$ cat src/inc/wssr_pkg.sv
// Package: constants and types for the wiper store/restore controller
package wssr_pkg;
    localparam int WIPER_W = 10;
    localparam int CMD_W = 4;
    localparam int WORD_W = 16;
    localparam int MEM_DEPTH = 50;
    localparam int MEM_AW = 6;
    localparam logic [4:0] ADDR_UPPER = 5'h0B;
    localparam logic [1:0] ID_LOW_GND = 2'h3;
    localparam logic [1:0] ID_LOW_VDD = 2'h0;
    localparam logic [1:0] ID_LOW_OPEN = 2'h2;
    localparam logic [WIPER_W-1:0] WIPER_MIDSCALE = 10'h200;
    localparam logic [CMD_W-1:0] CMD_WRITE_WIPER = 4'h1;
    localparam logic [CMD_W-1:0] CMD_STORE = 4'h3;
    localparam logic [CMD_W-1:0] CMD_RESTORE = 4'h4;
    localparam int WORD_CMD_LSB = 10;
    localparam int CLK_MHZ = 200;
    localparam int STORE_TIME_MS = 350;
    localparam int STORE_CYCLES = STORE_TIME_MS * 1000 * CLK_MHZ;
    localparam int SYNC_STAGES = 3;

    // Three-level select strap decoded at the pad into two flags
    typedef struct packed {
        logic tied_gnd;
        logic tied_vdd;
    } wssr_strap_t;

    typedef struct packed {
        logic [CMD_W-1:0] cmd;
        logic [WIPER_W-1:0] data;
    } wssr_cmd_t;
endpackage

$ cat src/logic/wssr_mem.sv
// Programmable wiper memory: one write port, registered read
`timescale 1ns/1ps
module wssr_mem
    import wssr_pkg::*;
#(
    parameter int DEPTH = MEM_DEPTH,
    parameter int AW = MEM_AW,
    parameter int DW = WIPER_W
) (
    // Clock
    input wire logic clk_sys,
    // Write port
    input wire logic wr_en,
    input wire logic [AW-1:0] wr_addr,
    input wire logic [DW-1:0] wr_data,
    // Read port
    input wire logic [AW-1:0] rd_addr,
    output logic [DW-1:0] rd_data
);
    logic [DW-1:0] mem_q [DEPTH];

    always_ff @(posedge clk_sys) begin
        if (wr_en) begin
            mem_q[wr_addr] <= wr_data;
        end
        rd_data <= mem_q[rd_addr];
    end
endmodule

$ cat src/logic/wssr_ctrl.sv
// Wiper setting register with serial slave port, store and restore
//
// Overview of operation
// Low on the reset pin reloads the wiper from the latest stored location.
// With nothing stored yet, a restore loads midscale instead.
// Data line is driven open drain only: pull low or release.
// Bits shift under the bus clock through a 16-bit input word register.
// Low two slave id bits come from the three-level select strap.
// Wiper position output follows the wiper setting register directly.
// Wiper writes are accepted without any limit on count.
// Once stored, the stored value is restored at every later power-up.
// During a store (about 350 ms) no command is acknowledged.
// The master polls with its address until acknowledged again.
// Word is MSB first: two zero bits, four command bits, ten data bits.
// Upper id bits 01011; ground gives 11, supply 00, open 10.
// Write: address with R/W zero, then two bytes, all acknowledged.
`timescale 1ns/1ps
module wssr_ctrl
    import wssr_pkg::*;
#(
    parameter int STORE_CYC = STORE_CYCLES
) (
    // Clock and reset (sys_rst models power-up)
    input wire logic clk_sys,
    input wire logic sys_rst,
    // Serial bus pins
    input wire logic scl_in,
    input wire logic sda_in,
    output logic sda_out,
    output logic sda_oe,
    // Board pins
    input wire logic hw_rst_n,
    input wire wssr_strap_t id_strap,
    // Wiper and status
    output logic [WIPER_W-1:0] wiper_pos,
    output logic store_busy,
    output logic [MEM_AW-1:0] mem_used
);
    typedef enum logic [2:0] {ST_IDLE, ST_ADDR, ST_ACK, ST_DATA, ST_IGNORE} wssr_state_t;

    // Three-stage synchronisers; second and third stages must agree
    logic [SYNC_STAGES-1:0] scl_s_q, sda_s_q, rst_s_q;
    logic scl_q, sda_q, rst_n_q;
    always_ff @(posedge clk_sys) begin
        if (sys_rst) begin
            scl_s_q <= '1;
            sda_s_q <= '1;
            rst_s_q <= '1;
        end else begin
            scl_s_q <= {scl_s_q[1:0], scl_in};
            sda_s_q <= {sda_s_q[1:0], sda_in};
            rst_s_q <= {rst_s_q[1:0], hw_rst_n};
        end
    end

    function automatic logic filt(input logic [SYNC_STAGES-1:0] s, input logic prev);
        filt = (s[1] == s[2]) ? s[2] : prev;
    endfunction

    always_ff @(posedge clk_sys) begin
        if (sys_rst) begin
            scl_q <= 1'b1;
            sda_q <= 1'b1;
            rst_n_q <= 1'b1;
        end else begin
            scl_q <= filt(scl_s_q, scl_q);
            sda_q <= filt(sda_s_q, sda_q);
            rst_n_q <= filt(rst_s_q, rst_n_q);
        end
    end

    wire scl_now = filt(scl_s_q, scl_q);
    wire sda_now = filt(sda_s_q, sda_q);
    wire rst_now = filt(rst_s_q, rst_n_q);
    wire scl_rise = scl_now & ~scl_q;
    wire scl_fall = ~scl_now & scl_q;
    wire start_ev = scl_q & scl_now & sda_q & ~sda_now;
    wire stop_ev = scl_q & scl_now & ~sda_q & sda_now;
    wire hw_rst_fall = rst_n_q & ~rst_now;

    // Slave address from strap; the open level is neither flag
    wire [1:0] id_low = id_strap.tied_gnd ? ID_LOW_GND :
                        id_strap.tied_vdd ? ID_LOW_VDD : ID_LOW_OPEN;
    wire [6:0] my_addr = {ADDR_UPPER, id_low};

    // Byte engine
    wssr_state_t st_q, st_d;
    logic [3:0] bit_q;
    logic [7:0] byte_q;
    logic [WORD_W-1:0] word_q;
    logic byte_idx_q;
    logic ack_drive_q;
    logic store_go, restore_go;
    logic [31:0] busy_cnt_q;
    logic busy_q;

    wire byte_done = scl_fall & (bit_q == 4'd8);
    wire [7:0] byte_full = byte_q;
    wire addr_hit = (byte_full[7:1] == my_addr) & ~byte_full[0];
    wire [WORD_W-1:0] word_next = {word_q[7:0], byte_full};
    wssr_cmd_t cmd_in;
    assign cmd_in = '{cmd: word_next[WORD_CMD_LSB +: CMD_W], data: word_next[WIPER_W-1:0]};
    // A store started earlier in the same transfer locks out later words
    wire word_done = (st_q == ST_DATA) & byte_done & byte_idx_q & ~busy_q;

    always_comb begin
        st_d = st_q;
        case (st_q)
            ST_IDLE: st_d = st_q;
            ST_ADDR: begin
                if (byte_done) begin
                    // Locked during a store: no ack so the master polls
                    st_d = (addr_hit && !busy_q) ? ST_ACK : ST_IGNORE;
                end
            end
            ST_ACK: if (scl_fall) st_d = ST_DATA;
            ST_DATA: if (byte_done) st_d = busy_q ? ST_IGNORE : ST_ACK;
            ST_IGNORE: st_d = st_q;
            default: st_d = ST_IDLE;
        endcase
        if (start_ev) begin
            st_d = ST_ADDR;
        end else if (stop_ev) begin
            st_d = ST_IDLE;
        end
    end

    always_ff @(posedge clk_sys) begin
        if (sys_rst) begin
            st_q <= ST_IDLE;
            bit_q <= 4'd0;
            byte_q <= 8'h00;
            word_q <= '0;
            byte_idx_q <= 1'b0;
            ack_drive_q <= 1'b0;
        end else begin
            st_q <= st_d;
            if (start_ev || (st_q == ST_ACK && scl_fall)) begin
                bit_q <= 4'd0;
            end else if (scl_rise && bit_q < 4'd8) begin
                bit_q <= bit_q + 4'd1;
                byte_q <= {byte_q[6:0], sda_now};
            end
            if (start_ev) begin
                byte_idx_q <= 1'b0;
            end else if (st_q == ST_DATA && byte_done) begin
                byte_idx_q <= ~byte_idx_q;
                word_q <= word_next;
            end
            // Acknowledge from the eighth fall to the ninth fall
            if (st_d == ST_ACK && byte_done) begin
                ack_drive_q <= 1'b1;
            end else if (scl_fall || start_ev || stop_ev) begin
                ack_drive_q <= 1'b0;
            end
        end
    end

    // Open drain: output always low, only the enable moves
    assign sda_out = 1'b0;
    assign sda_oe = ack_drive_q;

    // Wiper, store and restore
    logic [WIPER_W-1:0] wiper_q;
    // Fuse count is nonvolatile: factory state is empty, sys_rst leaves it alone
    logic [MEM_AW-1:0] used_q = '0;
    logic restore_pend_q, restore_rd_q;
    logic [WIPER_W-1:0] mem_rd;
    wire write_go = word_done & (cmd_in.cmd == CMD_WRITE_WIPER);
    assign store_go = word_done & (cmd_in.cmd == CMD_STORE) & (used_q < MEM_AW'(MEM_DEPTH));
    assign restore_go = hw_rst_fall | (word_done & (cmd_in.cmd == CMD_RESTORE));
    wire [MEM_AW-1:0] last_loc = used_q - MEM_AW'(1);

    always_ff @(posedge clk_sys) begin
        if (sys_rst) begin
            wiper_q <= WIPER_MIDSCALE;
            busy_q <= 1'b0;
            busy_cnt_q <= '0;
            restore_pend_q <= 1'b1; // Power-up restore
            restore_rd_q <= 1'b0;
        end else begin
            restore_rd_q <= restore_pend_q;
            restore_pend_q <= restore_go;
            if (restore_rd_q) begin
                wiper_q <= (used_q == '0) ? WIPER_MIDSCALE : mem_rd;
            end else if (write_go) begin
                wiper_q <= cmd_in.data;
            end
            if (store_go) begin
                busy_q <= 1'b1;
                busy_cnt_q <= 32'(STORE_CYC - 1);
                used_q <= used_q + MEM_AW'(1);
            end else if (busy_q) begin
                if (busy_cnt_q == '0) begin
                    busy_q <= 1'b0;
                end else begin
                    busy_cnt_q <= busy_cnt_q - 32'd1;
                end
            end
        end
    end

    // Memory contents outlive sys_rst so a power-up restore finds them
    wssr_mem u_mem (
        .clk_sys(clk_sys),
        .wr_en(store_go),
        .wr_addr(used_q),
        .wr_data(wiper_q),
        .rd_addr(last_loc),
        .rd_data(mem_rd)
    );

    assign wiper_pos = wiper_q;
    assign store_busy = busy_q;
    assign mem_used = used_q;

    AST_NO_ACK_BUSY: assert property (@(posedge clk_sys) disable iff (sys_rst)
        (st_q == ST_ADDR && byte_done && busy_q) |=> !ack_drive_q)
        else $error("ack given during store");
    AST_ACK_HIT: assert property (@(posedge clk_sys) disable iff (sys_rst)
        (st_q == ST_ADDR && byte_done && addr_hit && !busy_q && !start_ev && !stop_ev)
        |=> sda_oe)
        else $error("address not acknowledged");
    AST_WRITE: assert property (@(posedge clk_sys) disable iff (sys_rst)
        (write_go && !restore_rd_q) |=> wiper_pos == $past(cmd_in.data))
        else $error("wiper write lost");
    AST_RESTORE_MID: assert property (@(posedge clk_sys) disable iff (sys_rst)
        (hw_rst_fall && used_q == '0 && !store_go) |-> ##3 wiper_pos == WIPER_MIDSCALE)
        else $error("midscale restore failed");
    AST_RESTORE: assert property (@(posedge clk_sys) disable iff (sys_rst)
        (restore_rd_q && used_q != '0) |=> wiper_pos == $past(mem_rd))
        else $error("restore value wrong");
    AST_BUSY_START: assert property (@(posedge clk_sys) disable iff (sys_rst)
        store_go |=> store_busy)
        else $error("store did not lock");
    AST_OD: assert property (@(posedge clk_sys) sda_out == 1'b0)
        else $error("data line driven high");
    AST_ID: assert property (@(posedge clk_sys) disable iff (sys_rst)
        id_strap.tied_gnd |-> my_addr == 7'h2F)
        else $error("address strap decode wrong");
    AST_POWERUP: assert property (@(posedge clk_sys)
        $fell(sys_rst) |-> ##1 restore_rd_q)
        else $error("no power-up restore");
    AST_WIPER: assert property (@(posedge clk_sys) disable iff (sys_rst)
        wiper_pos == $past(wiper_pos) ||
        $past(write_go) || $past(restore_rd_q) || $past(sys_rst))
        else $error("wiper moved without cause");

    COV_WRITE: cover property (@(posedge clk_sys) write_go);
    COV_STORE: cover property (@(posedge clk_sys) store_go);
    COV_NACK: cover property (@(posedge clk_sys) st_q == ST_ADDR && byte_done && busy_q);
    COV_HWRST: cover property (@(posedge clk_sys) hw_rst_fall && used_q != '0);
endmodule

$ cat config.mk
export PLATFORM = sky130hd
export DESIGN_NAME = wssr_ctrl
export DESIGN_NICKNAME = d
export VERILOG_FILES = /design/src/inc/wssr_pkg.sv /design/src/logic/wssr_mem.sv /design/src/logic/wssr_ctrl.sv
export SDC_FILE = /design/constraint.sdc
export NUM_CORES = 1
export LEC_CHECK = 0
export BUFFER_PORTS_ARGS = -buffer_cell sky130_fd_sc_hd__buf_4
export CORE_MARGIN = 5
export CORE_UTILIZATION = 40
export DETAILED_ROUTE_END_ITERATION = 8
export GPL_TIMING_DRIVEN = 0
export PLACE_DENSITY = 0.58
export SLEW_MARGIN = 5
export SYNTH_ARGS = -nofsm -noshare
export SYNTH_HDL_FRONTEND = slang
export SYNTH_SLANG_ARGS = --single-unit
$ cat constraint.sdc
create_clock -name clk_sys -period 9.95 [get_ports clk_sys]
set_input_delay 0 -clock clk_sys [delete_from_list [all_inputs] [get_ports clk_sys]]
set_output_delay 0 -clock clk_sys [all_outputs]
set_load 0.01 [all_outputs]
Word level (Yosys, flattened, before mapping)
Memory sizes are Yosys's and may differ from the RTL's. A register that Yosys moved wholly into a read port is not among the register bits.
Cells that the tools add are included.
{"block": "classes", "add_sub_neg": 4, "mul": 0, "div_mod_pow": 0, "magnitude_cmp": 2, "n_eq_ne": 14, "shifts": 0, "mux": 26, "bitwise_logic": 30, "reduce_logical": 24}
{"op": "two-way mux 27 bit", "count": 3}
{"op": "logical NOT 32 bit", "count": 1}
{"op": "subtractor 32 x 1 -> 32 bit (second input constant)", "count": 1}
{"op": "two-way mux 10 bit", "count": 3}
{"op": "two-way mux 3 bit", "count": 7}
{"op": "AND 1 bit", "count": 17}
{"op": "inverter 1 bit", "count": 12}
{"op": "case mux 3 bit (4 select lines)", "count": 1}
{"op": "two-way mux 1 bit", "count": 10}
{"op": "AND reduction 2 bit", "count": 5}
{"op": "== test 3 x 2 -> 1 bit (second input constant)", "count": 3}
{"op": "OR reduction 2 bit", "count": 4}
{"op": "== test 7 x 6 -> 1 bit", "count": 1}
{"op": "adder 6 x 1 -> 6 bit (second input constant)", "count": 1}
{"op": "logical NOT 6 bit", "count": 1}
{"op": "less-than comparator 6 bit (second input constant)", "count": 1}
{"op": "nonzero test 2 bit", "count": 3}
{"op": "subtractor 6 x 1 -> 6 bit (second input constant)", "count": 1}
{"op": "logical AND 1 bit", "count": 5}
{"op": "adder 4 x 1 -> 4 bit (second input constant)", "count": 1}
{"op": "== test 4 x 1 -> 1 bit (second input constant)", "count": 1}
{"op": "== test 4 x 2 -> 1 bit (second input constant)", "count": 1}
{"op": "== test 4 x 3 -> 1 bit (second input constant)", "count": 1}
{"op": "== test 4 bit (second input constant)", "count": 1}
{"op": "other kinds (10)", "count": 15}
{"block": "word_totals", "ff_bits": 86, "latch_bits": 0, "ramBits": 500, "rom_bits": 0, "input_bits": 7, "output_inout_bits": 19, "wordCells": 120, "memories": 1}
{"memory": "u_mem.mem_q", "words": 50, "width": 10, "rd": 1, "rd_clocked_by_memory_dff": 1, "write_ports": 1, "line_no": "wssr_mem.sv:20", "text": "logic [DW-1:0] mem_q [DEPTH];"}

Logic depth before layout (Yosys ltp)
{"block": "depth", "word_depth": 13, "ltp_mapped": 17, "ltp_nobuf": 8}

By module
Synthesis repeated with hierarchy kept, for this count alone.
{"block": "hier_totals", "hier_cells": 1484, "hier_area_um2": 23850.4}
{"mod": "wssr_mem", "instances": 1, "cells_each": 1028, "area_each_um2": 19860.3, "seq_area_each_um2": 15214.6}
{"mod": "wssr_ctrl", "instances": 1, "cells_each": 456, "area_each_um2": 3990.1, "seq_area_each_um2": 1781.7}

Least setup slack after synthesis
No wires, ideal clock.
{"block": "synth_timing", "kind": "register to register", "start": "register used_q[0] (netlist: mem_used[0])", "end": "register u_mem.rd_data[1] (read register of u_mem.mem_q)", "setup_ns": 0.117, "t_arrival_ns": 3.853, "required_ns": 9.833, "setup_slack_ns": 5.980, "stages_incl_launch_ff": 16, "path_buffers": 8, "period_less_slack_ns": 3.970, "path_cell_list": "edfxtp_1 buf_2 buf_4 buf_4 buf_4 inv_1 buf_2 buf_1 ha_1 buf_2 xor2_2 buf_2 mux4_2 nand2_1 a31oi_1 o22a_1"}
{"block": "synth_via", "elab_chain_cells": 1}
{"item": "start, declared", "line_no": "wssr_ctrl.sv:166", "text": "logic [MEM_AW-1:0] used_q = '0;"}
{"item": "start signal, assigned", "line_no": "wssr_ctrl.sv:192", "text": "used_q <= used_q + MEM_AW'(1);"}
{"item": "subtractor 6 x 1 -> 6 bit", "line_no": "wssr_ctrl.sv:172", "text": "wire [MEM_AW-1:0] last_loc = used_q - MEM_AW'(1);"}
{"item": "named net last_loc[0]", "line_no": "wssr_ctrl.sv:172"}
{"item": "end, declared", "line_no": "wssr_mem.sv:18", "text": "output logic [DW-1:0] rd_data"}
The timed path passes the listed nets, and every way through them passes these cells.
A chain may end at the register's enable or synchronous reset.

Worst setup path after layout
{"block": "layout_timing", "start": "register used_q[0] (netlist: mem_used[0])", "end": "register u_mem.rd_data[3] (read register of u_mem.mem_q)"}
Same word-level chain as after synthesis.

==> flow_summary.toml <==
[status]
status = "finished, final reports clean"

[global_route]
grt_pass1_wl_um = 86300
track_usage_pct = 18.0
grt_max_degree = 45
grt_overflow_total = 0
antenna_found_initial = 0
grt_pass1_vias = 12923

[layout]
final_util_pct = 46.2
nets = 1532
layout_common_cells = "edfxtp_1, nand2_1, mux4_2"
drive_gt1_share_pct = 20.2
n_antenna_cell = 0
num-fill-cells = 5064
multi_input_area_um2 = 6380
syn_to_final_growth_pct = 14.6
final_common_cell = "edfxtp_1"
instances_no_fill = 2344
regArea_um2 = 17000

[setup_path]
crit_family = "buffers and inverters"
end_kind = "flop"
crit_path_max_fanout = 12
cpPeakStageDelay_ns = 0.83
cpMaxStageDelayCell = "clkbuf_1"
criticalPathCategory = "flop to flop"
critPathLaunchType = "flop"
cp.arrival_ns = 6.89
crit_path_cell_trace = "buf_2, buf_4, buf_4, buf_4, inv_1, buf_2, buf_1, ha_1, clkbuf_1, clkbuf_1, clkbuf_1, mux4_2, mux2i_1, a32oi_1, o22a_1"
crit_buf_inv = 10
crit_required_ns = 10.46

[detailed_routing]
wl_met1_um = 25800
totalWireLength_um = 58000
highest_layer = "met4"
wl_met3_um = 3420
route.antenna.remaining_nets = 0
wl_met2_um = 27600
drt-vias-per-instance = 5.53
wl_per_cell_um = 24.7
firstDrtPassIters = 5
drt_drc_violations_left = 0
first_iter_violations = 1088
vias = 12973

[yosys]
avgSynthCellArea_um2 = 16.8
yosysWarnings = 0
synth.top_cell.area_share_pct = 63.8
synth_compound_area_share_pct = 3.95
yosys_register_bits = 596
synth_fa_ha_area_share_pct = 0.357
synth_xor_area_share_pct = 1.62
muxShareOfSynthArea_pct = 12.8
synth-simple-area-share_pct = 8.08
synth_area_leaders = "edfxtp_1, mux4_2, dfxtp_1, nand2_1, nor2_1"
synth_flop_cell = "edfxtp_1"
ys_seq_area_share_pct = 71.4
synth_cells = 1418
synth_cell_types = 74
async_reset_ff_share_pct = 0
synth_nets = 1431
syn_area_um2 = 23800
synth_top_cell_by_area = "edfxtp_1"
synth-edff-count = 506
synth_top_family_by_area = "multiplexers"

[placement]
gp_congestion = 0.885
port_buffers = 23
dp_cells = 2224
hpwlAfterDp_um = 38000

[sta]
rsz0062_at_grt = "no"
worst_pin_slew_ns = 1.30
min_period_ns = 6.38
fmax_ghz = 0.157
skew_ns = 0.0246
slew_viol_final = 0
finalSetupViolCount = 0
finalHoldViolCount = 0
tns_ns = 0
slew_headroom_pct = 13.3
min_period_over_period_pct = 64.1

[floorplan]
pin_count = 26
dieArea_um2 = 64500
fp.coreArea_um2 = 59000
die_y_um = 254
num_rows = 89
dieWidth_um = 254
initial_core_util_pct = 40.3

[clock_tree]
hold_buffers = 5
htreeDepth = 2
cts_buffers = 61
ctsLongestPathBuffers = 3
cts-root-buf = "clkbuf_16"
cts_resized = 0
clock-sinks = 596
clock_latency_ns = 0.65
cts_tree = "done"
cts.clk_slew.worst_paths_ns = 0.06
cts_setup_buffers = 0

[power]
powerDensity_nw_per_um2 = 189
vdd_drop_max_mv = 0.152
leakagePower_nw = 8.89

[hold_path]
worstHoldPathType = "input port to flop"

[job]
maxCapViolCount = 0
[layer usage]
metal	vias to the layer above	GRT usage, %
met5	-	0
met2	372	28.3
li1	5771	-
met3	84	3.50
met4	0	4.16
met1	6746	26.3
[report_power, final]
part	leakage, nW	switching [mW]	internal [mW]
Sequential	5.38	0.0206	2.71
Clock	1.02	0.970	1.39
Combinational	2.50	0.0427	0.0211
[final cells by class]
type / instances / share of cell area [%]
timing repair buffer: 38 / 1.60
inverter: 12 / 0.165
clock buffer: 74 / 5.92
clock inverter: 41 / 1.65
buffer: 85 / 1.39
tap: 773 / 3.54
sequential: 596 / 62.3
multi-input combinational: 725 / 23.4
[cell usage after synthesis (3+ instances only)]
cell,n
or2_2,10
nand3b_1,10
or4_1,7
a31o_2,8
nand4b_1,6
buf_4,6
o211ai_1,3
buf_2,24
a211oi_1,12
nor3_1,13
clkbuf_1,47
nand2_1,124
edfxtp_1,506
a21oi_1,41
a21o_1,8
mux4_2,114
xnor2_1,11
mux2_2,5
o22a_1,6
nand2b_1,4
and2_1,4
nor4_1,5
nor2b_1,14
dfxtp_1,90
nor2_1,106
inv_1,12
a32oi_1,13
a22oi_1,3
ha_1,6
nor3b_1,11
xor2_1,28
nand4_1,14
nand3_1,23
mux2i_1,37
o31ai_1,4
a31oi_1,10
and4_1,3
o21ai_0,10
or3_1,8
and3_1,4
a2111oi_0,3
buf_1,7
[kinds of logic after synthesis]
logic type      after synthesis
other cells                   1
flops                       596
simple gates                382
buf+inv                      97
compound gates              136
mux                         158
fa+ha+maj                     7
xor+xnor                     41
[metrics by stage]
step,setup slack (ns),total power [mW],hold slack [ns],area [µm²]
finish,3.57,5.16,0.0987,27300
detailed placement,3.46,2.85,0.188,25200
global route,3.26,5.32,0.0987,27300
CTS,3.42,5.21,0.0685,27300
global placement,3.54,2.84,0.188,24900
floorplan,5.98,2.80,0.104,23800
[final timing paths]
path,start,to,slack [ns],cells after the start
hold / removal,id_strap[0],st_q[1],0.1,6
setup reg to reg,mem_used[0],u_mem.rd_data[3],3.57,15
hold reg to reg,sda_s_q[0],sda_s_q[1],0.41,1
setup / recovery,mem_used[0],u_mem.rd_data[3],3.57,15
[worst reg2reg max path, cell delays in order (launching register included)]
cell      delay (ns)
edfxtp_1        0.46
buf_2           0.34
buf_4           0.29
buf_4           0.32
buf_4           0.31
inv_1           0.15
buf_2           0.24
buf_1           0.40
ha_1            0.52
clkbuf_1        0.58
clkbuf_1        0.83
clkbuf_1        0.65
mux4_2          0.42
mux2i_1         0.25
a32oi_1         0.19
o22a_1          0.30
[registers in the layout (all words and copies together) (netlist names)]
register        flops
scl_s_q             3
rst_n_q             1
bit_q               4
sda_s_q             3
store_busy          1
u_mem.rd_data      10
word_q              6
sda_q               1
sda_oe              1
scl_q               1
restore_rd_q        1
st_q                3
rst_s_q             3
mem_used            6
busy_cnt_q         32
wiper_pos          10
byte_full           8
byte_idx_q          1
restore_pend_q      1
u_mem.mem_q       500
Power figures use the tool's default switching activity.
